===== config.mk =====
export PLATFORM = sky130hd
export DESIGN_NAME = vocr_regs
export DESIGN_NICKNAME = d
export VERILOG_FILES = /design/src/core/vocr_pkg.sv /design/src/core/vocr_regs.sv
export SDC_FILE = /design/constraint.sdc
export NUM_CORES = 1
export LEC_CHECK = 0
export BUFFER_PORTS_ARGS = -buffer_cell sky130_fd_sc_hd__buf_4
export CAP_MARGIN = 30
export CORE_MARGIN = 1.5
export CORE_UTILIZATION = 45
export CTS_CLUSTER_SIZE = 16
export DETAILED_ROUTE_END_ITERATION = 6
export HOLD_SLACK_MARGIN = 0.12
export PLACE_DENSITY = 0.86
export SETUP_SLACK_MARGIN = 0.02
export SYNTH_ARGS = -nofsm -noshare
export SYNTH_HDL_FRONTEND = slang
export SYNTH_SLANG_ARGS = --single-unit

===== constraint.sdc =====
create_clock -name sys_clk -period 1.9 [get_ports sys_clk]
set_input_delay 0.38 -clock sys_clk [delete_from_list [all_inputs] [get_ports sys_clk]]
set_output_delay 0.38 -clock sys_clk [all_outputs]
set_load 0.05 [all_outputs]

===== src/core/vocr_pkg.sv =====
`default_nettype none
package vocr_pkg;

  // ----------------------------------------------------------------
  // register indices and byte addresses
  // ----------------------------------------------------------------
  localparam int REG_W = 8;
  localparam int ADDR_W = 8;
  localparam logic [ADDR_W-1:0] RIGHT_GAIN_IDX = 8'h05;
  localparam logic [ADDR_W-1:0] OUT_CFG_IDX = 8'h06;
  localparam logic [ADDR_W-1:0] RSVD_IDX = 8'h07;
  localparam logic [ADDR_W-1:0] RATE_RANGE_IDX = 8'h03;
  localparam logic [ADDR_W-1:0] RIGHT_GAIN_ADDR = 8'h14;
  localparam logic [ADDR_W-1:0] OUT_CFG_ADDR = 8'h18;
  localparam logic [ADDR_W-1:0] RSVD_ADDR = 8'h1C;
  localparam logic [ADDR_W-1:0] RATE_RANGE_ADDR = 8'h0C;

  // ----------------------------------------------------------------
  // field positions
  // ----------------------------------------------------------------
  localparam int CFG_TOPO_BIT = 7;
  localparam int CFG_RATE_HI = 6;
  localparam int CFG_RATE_LO = 4;
  localparam int CFG_AGAIN_HI = 3;
  localparam int CFG_AGAIN_LO = 2;
  localparam int CFG_SRC_BIT = 1;
  localparam int CFG_KEEP_BIT = 0;
  localparam int RANGE_BIT = 0;

  // ----------------------------------------------------------------
  // reset values and codes
  // ----------------------------------------------------------------
  localparam logic [7:0] GAIN_RESET = 8'hCF;
  localparam logic [7:0] GAIN_MAX_CODE = 8'hFF;
  localparam logic [7:0] GAIN_MIN_CODE = 8'h07;
  localparam logic [7:0] OUT_CFG_RESET = 8'h51;
  localparam logic [7:0] RSVD_RESET = 8'h00;
  localparam logic [1:0] AGAIN_RSVD = 2'h3;
  // max gain in half-dB steps: +24 dB
  localparam int GAIN_MAX_HALF_DB = 48;
  localparam logic [31:0] UNMAPPED_DATA = 32'h00000000;

  typedef enum logic [1:0] {
    VOCR_RESP_OKAY = 2'h0,
    VOCR_RESP_SLVERR = 2'h2,
    VOCR_RESP_DECERR = 2'h3
  } vocr_resp_e;

  typedef enum logic {
    VOCR_STEREO_BRIDGE,
    VOCR_PARALLEL_BRIDGE
  } vocr_topo_e;

  // decoded output settings handed to the amplifier datapath
  typedef struct packed {
    logic parallelOutputSelect;
    logic parallelSourceChannel;
    logic [4:0] switchMultiple;
    logic halveSwitchRate;
    logic [1:0] analogGainCode;
    logic sampleRateRangeSelect;
  } vocr_outcfg_s;

  typedef struct packed {
    logic muted;
    logic signed [8:0] gainHalfDb;
    logic [7:0] code;
  } vocr_gain_s;

endpackage
`default_nettype wire


===== src/core/vocr_regs.sv =====
// How it works
// - right gain is 8-bit read/write; code FF means +24 dB
// - right gain resets to CF, which is 0 dB
// - right gain code 07 gives the lowest unmuted gain, -100 dB
// - right gain codes below 07 mute the right channel
// - config bit 7 picks stereo bridge (0) or parallel bridge (1); resets 0
// - config bits 6:4 pick 6,8,10,12,14,16,20,24 times frame clock
// - switching rate code resets to 101, sixteen times frame clock
// - double-rate mode halves the switching frequency
// - config bits 3:2 pick analog gain 19.2, 22.6, 25 dBV; reset 00
// - config bit 1 picks right (0) or left (1) source in parallel mode
// - double-rate bit makes the port take 88.2/96 kHz instead of 32-48 kHz
//
// The implementer's own choice: the Avalon-MM slave port.
`timescale 1ns/10ps
`default_nettype none

module vocr_regs (
  // clock and reset
  input wire logic sys_clk,
  input wire logic srst,
  // avalon-mm slave
  input wire logic [7:0] address,
  input wire logic read,
  input wire logic write,
  input wire logic [3:0] byteenable,
  input wire logic [31:0] writedata,
  output logic [31:0] readdata,
  output logic waitrequest,
  output logic [1:0] response,
  // decoded settings
  output vocr_pkg::vocr_outcfg_s outCfg,
  output vocr_pkg::vocr_gain_s rightGain,
  // status
  output logic badGainWrite,
  output logic reservedAccess
);

  // ----------------------------------------------------------------
  // access state
  // ----------------------------------------------------------------
  typedef enum {
    VOCR_IDLE,
    VOCR_ACK
  } vocr_state_e;

  vocr_state_e state;
  vocr_state_e next_state;
  logic [7:0] gainCode;
  logic [7:0] next_gainCode;
  logic [7:0] cfgReg;
  logic [7:0] next_cfgReg;
  logic rangeSel;
  logic next_rangeSel;
  logic [31:0] next_readdata;
  logic next_waitrequest;
  logic [1:0] next_response;
  logic next_badGainWrite;
  logic next_reservedAccess;
  vocr_pkg::vocr_outcfg_s next_outCfg;
  vocr_pkg::vocr_gain_s next_rightGain;
  logic req;
  logic lowLane;
  logic xferEdge;
  logic wrCommit;

  assign req = read | write;
  assign lowLane = byteenable[0];
  // a transfer completes at the edge where waitrequest is sampled low
  assign xferEdge = req & ~waitrequest;
  assign wrCommit = xferEdge & write & lowLane;

  // ----------------------------------------------------------------
  // bus slave: one wait cycle, then answer
  // ----------------------------------------------------------------
  always_comb
  begin
    next_state = state;
    next_readdata = readdata;
    next_waitrequest = 1'b1;
    next_response = response;
    unique case (state)
      VOCR_IDLE:
      begin
        if (req)
        begin
          next_state = VOCR_ACK;
          next_waitrequest = 1'b0;
          next_response = vocr_pkg::VOCR_RESP_OKAY;
          next_readdata = vocr_pkg::UNMAPPED_DATA;
          unique case (address)
            vocr_pkg::RIGHT_GAIN_ADDR:
            begin
              next_readdata = {24'h000000, gainCode};
            end
            vocr_pkg::OUT_CFG_ADDR:
            begin
              next_readdata = {24'h000000, cfgReg};
            end
            vocr_pkg::RATE_RANGE_ADDR:
            begin
              next_readdata = {31'h0, rangeSel};
            end
            vocr_pkg::RSVD_ADDR:
            begin
              // reserved register: no storage, access reported
              next_readdata = {24'h000000, vocr_pkg::RSVD_RESET};
              next_response = vocr_pkg::VOCR_RESP_SLVERR;
            end
            default:
            begin
              next_response = vocr_pkg::VOCR_RESP_DECERR;
            end
          endcase
        end
      end
      VOCR_ACK:
      begin
        // writes commit at this edge; the answer already stands on the bus
        next_state = VOCR_IDLE;
      end
    endcase
  end

  // ----------------------------------------------------------------
  // stored fields: a write lands only when the transfer completes
  // ----------------------------------------------------------------
  always_comb
  begin
    next_gainCode = gainCode;
    next_cfgReg = cfgReg;
    next_rangeSel = rangeSel;
    // byte lane 0 carries every field; the other lanes are ignored
    if (wrCommit)
    begin
      unique case (address)
        vocr_pkg::RIGHT_GAIN_ADDR:
        begin
          next_gainCode = writedata[7:0];
        end
        vocr_pkg::OUT_CFG_ADDR:
        begin
          // a reserved analog gain code is still stored; it is flagged below
          next_cfgReg = writedata[7:0];
        end
        vocr_pkg::RATE_RANGE_ADDR:
        begin
          next_rangeSel = writedata[vocr_pkg::RANGE_BIT];
        end
        default:
        begin
          // reserved and unmapped slots hold no state
          next_gainCode = gainCode;
        end
      endcase
    end
  end

  // ----------------------------------------------------------------
  // misuse flags, sticky until reset
  // ----------------------------------------------------------------
  always_comb
  begin
    next_badGainWrite = badGainWrite;
    next_reservedAccess = reservedAccess;
    if (wrCommit && (address == vocr_pkg::OUT_CFG_ADDR))
    begin
      next_badGainWrite = badGainWrite |
        (writedata[vocr_pkg::CFG_AGAIN_HI:vocr_pkg::CFG_AGAIN_LO]
         == vocr_pkg::AGAIN_RSVD) |
        ~writedata[vocr_pkg::CFG_KEEP_BIT];
    end
    // any completed access to the reserved slot counts, read or write
    if (xferEdge && (address == vocr_pkg::RSVD_ADDR))
    begin
      next_reservedAccess = 1'b1;
    end
  end

  // ----------------------------------------------------------------
  // switching-rate decode
  // ----------------------------------------------------------------
  // multiple of the frame clock for each rate code
  function automatic logic [4:0] switch_multiple(input logic [2:0] rateCode);
    logic [4:0] mult;
    unique case (rateCode)
      3'h0: mult = 5'h06;
      3'h1: mult = 5'h08;
      3'h2: mult = 5'h0A;
      3'h3: mult = 5'h0C;
      3'h4: mult = 5'h0E;
      3'h5: mult = 5'h10;
      3'h6: mult = 5'h14;
      3'h7: mult = 5'h18;
    endcase
    return mult;
  endfunction

  // ----------------------------------------------------------------
  // decode of settings
  // ----------------------------------------------------------------
  always_comb
  begin
    next_outCfg.parallelOutputSelect = cfgReg[vocr_pkg::CFG_TOPO_BIT];
    next_outCfg.parallelSourceChannel = cfgReg[vocr_pkg::CFG_SRC_BIT];
    next_outCfg.analogGainCode =
      cfgReg[vocr_pkg::CFG_AGAIN_HI:vocr_pkg::CFG_AGAIN_LO];
    next_outCfg.sampleRateRangeSelect = rangeSel;
    next_outCfg.halveSwitchRate = rangeSel;
    next_outCfg.switchMultiple =
      switch_multiple(cfgReg[vocr_pkg::CFG_RATE_HI:vocr_pkg::CFG_RATE_LO]);
    next_rightGain.code = gainCode;
    next_rightGain.muted = gainCode < vocr_pkg::GAIN_MIN_CODE;
    // half-dB per code step from FF downward; 07 lands on -200 half-dB
    next_rightGain.gainHalfDb = 9'(vocr_pkg::GAIN_MAX_HALF_DB)
      - 9'(vocr_pkg::GAIN_MAX_CODE - gainCode);
  end

  // ----------------------------------------------------------------
  // registers
  // ----------------------------------------------------------------
  // bus answer
  always_ff @(posedge sys_clk)
  begin
    if (srst)
    begin
      state <= VOCR_IDLE;
      readdata <= 32'h00000000;
      waitrequest <= 1'b1;
      response <= vocr_pkg::VOCR_RESP_OKAY;
    end
    else
    begin
      state <= next_state;
      readdata <= next_readdata;
      waitrequest <= next_waitrequest;
      response <= next_response;
    end
  end

  // ----------------------------------------------------------------
  // stored field registers
  // ----------------------------------------------------------------
  always_ff @(posedge sys_clk)
  begin
    if (srst)
    begin
      gainCode <= vocr_pkg::GAIN_RESET;
      cfgReg <= vocr_pkg::OUT_CFG_RESET;
      rangeSel <= 1'b0;
    end
    else
    begin
      gainCode <= next_gainCode;
      cfgReg <= next_cfgReg;
      rangeSel <= next_rangeSel;
    end
  end

  // ----------------------------------------------------------------
  // misuse flag registers
  // ----------------------------------------------------------------
  always_ff @(posedge sys_clk)
  begin
    if (srst)
    begin
      badGainWrite <= 1'b0;
      reservedAccess <= 1'b0;
    end
    else
    begin
      badGainWrite <= next_badGainWrite;
      reservedAccess <= next_reservedAccess;
    end
  end

  // ----------------------------------------------------------------
  // decoded output registers
  // ----------------------------------------------------------------
  // reset shows the decoded reset settings, so no low code reads as unmuted
  always_ff @(posedge sys_clk)
  begin
    if (srst)
    begin
      outCfg.parallelOutputSelect <= vocr_pkg::OUT_CFG_RESET[vocr_pkg::CFG_TOPO_BIT];
      outCfg.parallelSourceChannel <= vocr_pkg::OUT_CFG_RESET[vocr_pkg::CFG_SRC_BIT];
      outCfg.switchMultiple <=
        switch_multiple(vocr_pkg::OUT_CFG_RESET[vocr_pkg::CFG_RATE_HI:vocr_pkg::CFG_RATE_LO]);
      outCfg.halveSwitchRate <= 1'b0;
      outCfg.analogGainCode <=
        vocr_pkg::OUT_CFG_RESET[vocr_pkg::CFG_AGAIN_HI:vocr_pkg::CFG_AGAIN_LO];
      outCfg.sampleRateRangeSelect <= 1'b0;
      rightGain.code <= vocr_pkg::GAIN_RESET;
      rightGain.muted <= 1'b0;
      rightGain.gainHalfDb <= 9'h000;
    end
    else
    begin
      outCfg <= next_outCfg;
      rightGain <= next_rightGain;
    end
  end

endmodule
`default_nettype wire


==> results.txt <==
The routed layout has 1,877 vias. Among all stages on the critical path, the largest delay is contributed by sky130_fd_sc_hd__nor4b_4. Clock tree synthesis found a total of 58 sinks.

The pin count of the biggest net entering global routing came out at 56. The ratio of cells with drive above 1 in the final layout came out at between 20 and 30%. The tightest slew margin relative to the limit came out at 65.10%. Counting buffers and inverters, the worst setup path is 5 cells deep. The count of nets left with antenna violations once routing finished came out at 0.

The peak supply drop is 412.5 µV. The final-report max-slew violation count is 0. The initial antenna violation count came out at 0.

With fillers left out, the area of the finished cells amounts to 0.003033 mm². Setup repair after global routing left no endpoint under its margin. The async set-or-reset flop fraction in the synthesized netlist came out at 0%.

The number of synthesized register bits is 58. The final sum of negative setup slack is 0 ps. For this run, the slowest stage of the critical path takes 400 ps. Together, buffers and inverters on the worst path number 1.

The analysis attributes to cell leakage a power of 1.369 nW. Measured along the x axis, the die boundary spans 76.73 µm. The post-synthesis instance total came out at 252. The insertion delay of the later-clocked pin in the worst-skew pair came out at 330 ps. The number of global-route vias before repair is between 1,500 and 2,000. The mapped netlist covers approximately 0.0024 mm².

The type of the tightest min-delay check is in -> reg. The share of the yosys chip area belonging to registers is around 47%. The count of cells resized by post-cts repair came out at 0. The count of antenna diodes in the layout came out at 0. The wire length after detailed routing came out at ~5000 µm. The die area is 0.005887 mm².

STA classifies the critical path endpoint as a register. The synthesized netlist contains 41 unique library cells. The required time at the worst-slack endpoint is 2120 ps.

Across the run, the number of max-cap violations was 0. The final count of negative-setup-slack endpoints is 0. A synthesized cell averages between 9 and 10 µm². The number of DRC markers in iteration 0 is between 100 and 150. The initial utilization of the core area, before any placement, comes to 47.29%. Summed over all nets, the half-perimeter wirelength after detailed placement is approximately 3500 µm. The count of fill cells added during filler insertion is 458. The average wire per standard cell came out at 13.03 µm. The power after layout came out at 2.637 mW. The y dimension of the die came out at approximately 77 µm. The average via count per standard cell came out at 4.863. The count of cells along the worst register-to-register path is 4.

The overall global routing resource usage came out at around 18%. The synthesis-to-layout area growth is 23.99%. The number of nets in the layout came out at around 360. Walking the worst path, the cells encountered are buf_4 -> nor4b_4 -> and3_4 -> nor2b_1 -> a211o_2. The floorplan has 26 rows. The clock-pin transition on the worst setup and hold timing paths came out at around 60 ps. The number of hold buffers added after cts is 0.

The critical path is of the in -> reg type. The maximum fanout along the worst path came out at 12. The deepest clock path buffer count came out at 2. The flow ran to the end, and the final reports show no timing, DRC or antenna violations.

The wire length of the first global-routing pass came out at 8369 µm. The last weighted congestion value of the routability-driven placer is 0.8251. Yosys mapped a number of flops with a built-in enable equal to 0. The count of endpoints failing hold in the final timing report came out at 0. Counting instances, the worst hold path has a depth of 2.

The arrival time of the worst setup path came out at 1660 ps. The number of buffers inserted by post-CTS setup repair is 0. The maximum operating frequency came out at roughly 700 MHz. The count of pins on the block boundary is 114. For this design the ratio of total power to cell area is 869.5 mW/mm². At the pin with the least slew margin, the transition time is 523.5 ps.

The standard cell core area is between 0.005 and 0.006 mm². For this run, design rule violations remaining after detail routing come to 0. During placement, the flow inserted port buffers numbering 61.

The first detailed-routing pass ran for 4 iterations. The instance area at placement came out at 0.002829 mm². Timing analysis after detailed placement gives a worst setup slack of 159.7 ps. The H-tree was split into 3 levels.

The setup slack of the critical path after layout is 457.2 ps. STA classifies the critical path startpoint as an input port. The maximum clock skew at final layout is between 6 and 7 ps. The worst hold-check slack is 270.7 ps. CTS placed an instance of sky130_fd_sc_hd__clkbuf_8 at the clock tree root. After global routing the overflow that remains totals 0. The number of synthesis warnings is 0. The CTS buffer count came out at 9.

The CTS tree is built. Broken down by cell family, the worst path's largest delay share belongs to simple AND/OR/NAND/NOR gates. The time the worst path needs with I/O delays and setup is about 1400 ps. The dominant synthesized flop cell is sky130_fd_sc_hd__dfxtp_1. The final period utilization is 75.94%.
## flip-flops by register name, summed over array words and instances, names as in the netlist
| register | flops |
|---|---|
| cfgReg | 8 |
| response | 2 |
| rightGain | 18 |
| state | 1 |
| reservedAccess | 1 |
| waitrequest | 1 |
| outCfg | 9 |
| readdata | 8 |
| gainCode | 8 |
| badGainWrite | 1 |
| rangeSel | 1 |
## cells in the mapped netlist, types with 2 or more instances
library cell	number	share of area (%)
sky130_fd_sc_hd__a211oi_1	2	0.61
sky130_fd_sc_hd__a211o_1	7	2.5
sky130_fd_sc_hd__xnor2_1	3	1.1
sky130_fd_sc_hd__or2_2	6	1.5
sky130_fd_sc_hd__dfxtp_1	58	47
sky130_fd_sc_hd__nand3b_1	2	0.61
sky130_fd_sc_hd__a2bb2oi_1	7	2.5
sky130_fd_sc_hd__buf_4	28	8.6
sky130_fd_sc_hd__nor3_1	3	0.61
sky130_fd_sc_hd__a31oi_1	2	0.51
sky130_fd_sc_hd__nand4b_1	2	0.72
sky130_fd_sc_hd__nor2_1	39	6.0
sky130_fd_sc_hd__a211o_2	2	0.82
sky130_fd_sc_hd__nor4_1	2	0.51
sky130_fd_sc_hd__inv_1	13	2.0
sky130_fd_sc_hd__mux2i_1	8	3.3
sky130_fd_sc_hd__nor2b_1	10	2.6
sky130_fd_sc_hd__nand2_1	9	1.4
sky130_fd_sc_hd__nand3_1	2	0.41
sky130_fd_sc_hd__nor4b_4	3	2.9
sky130_fd_sc_hd__a21oi_1	5	1.0
sky130_fd_sc_hd__ha_1	2	1.0
sky130_fd_sc_hd__a22oi_1	7	2.1
sky130_fd_sc_hd__xor2_1	5	1.8
sky130_fd_sc_hd__clkbuf_1	9	1.4
## metal layers
layer	global-route usage [%]	up-vias	wire length [µm]
li1	-	916	-
met1	21.27	868	2073
met2	29.82	86	2490
met3	7.500	7	402
met4	7.963	0	61
met5	0	-	0
## stage by stage
stage | utilization, % | std cells
2_1_floorplan | - | 276
3_3_place_gp | 54.69 | 371
3_5_place_dp | 54.69 | 371
4_1_cts | 58.64 | 386
5_1_grt | 58.64 | 386
6_report | 58.64 | 386
## cell families after synthesis
kind of cell	after synthesis	synth area share [%]
simple gates	84	19.49
flops	58	47.47
buf+inv	52	13.25
compound gates	39	12.48
xor+xnor	8	2.865
mux	8	3.274
fa+ha+maj	2	1.023
other cells	1	0.1533
## cell usage in the layout, fill, tap and decap left out, drive strengths merged, types with 3 or more instances in the layout
cell	count
clkbuf	13
a2bb2oi	7
xor2	5
nand2	9
nor2	40
inv	13
nor3	3
nand3	3
or2	6
nor2b	10
xnor2	3
dfxtp	58
buf	64
a21oi	5
nor4b	3
mux2i	8
conb	25
a211o	9
a22oi	7
## worst paths after layout
kind                                    from        end  slack (ps)
worst max-delay path              address[5]  cfgReg[0]         460
worst min-delay path            writedata[4]  cfgReg[4]         270
worst max register to register   waitrequest  cfgReg[0]         460
worst min register to register     cfgReg[4]  outCfg[5]         470
## where the power goes
| part | total [mW] | switching [mW] | internal, mW | leakage, nW |
|---|---|---|---|---|
| clock | 1.14 | 0.438 | 0.703 | 0.106 |
| sequential | 1.23 | 0.00427 | 1.22 | 0.469 |
| combinational | 0.267 | 0.202 | 0.0646 | 0.794 |
| total | 2.64 | 0.645 | 1.99 | 1.37 |
## layout make-up
class                   count  area [µm²]  share of cell area, %
repair buffers             64       480.5                  15.84
well taps                  70       87.58                  2.888
clock buffers              13       168.9                  5.569
inverters                  13       48.80                  1.609
flip-flops and latches     58        1161                  38.28
clock inverters             2       35.03                  1.155
multi-input cells         166        1051                  34.65
No activity file was read; power rests on OpenSTA's default activity.
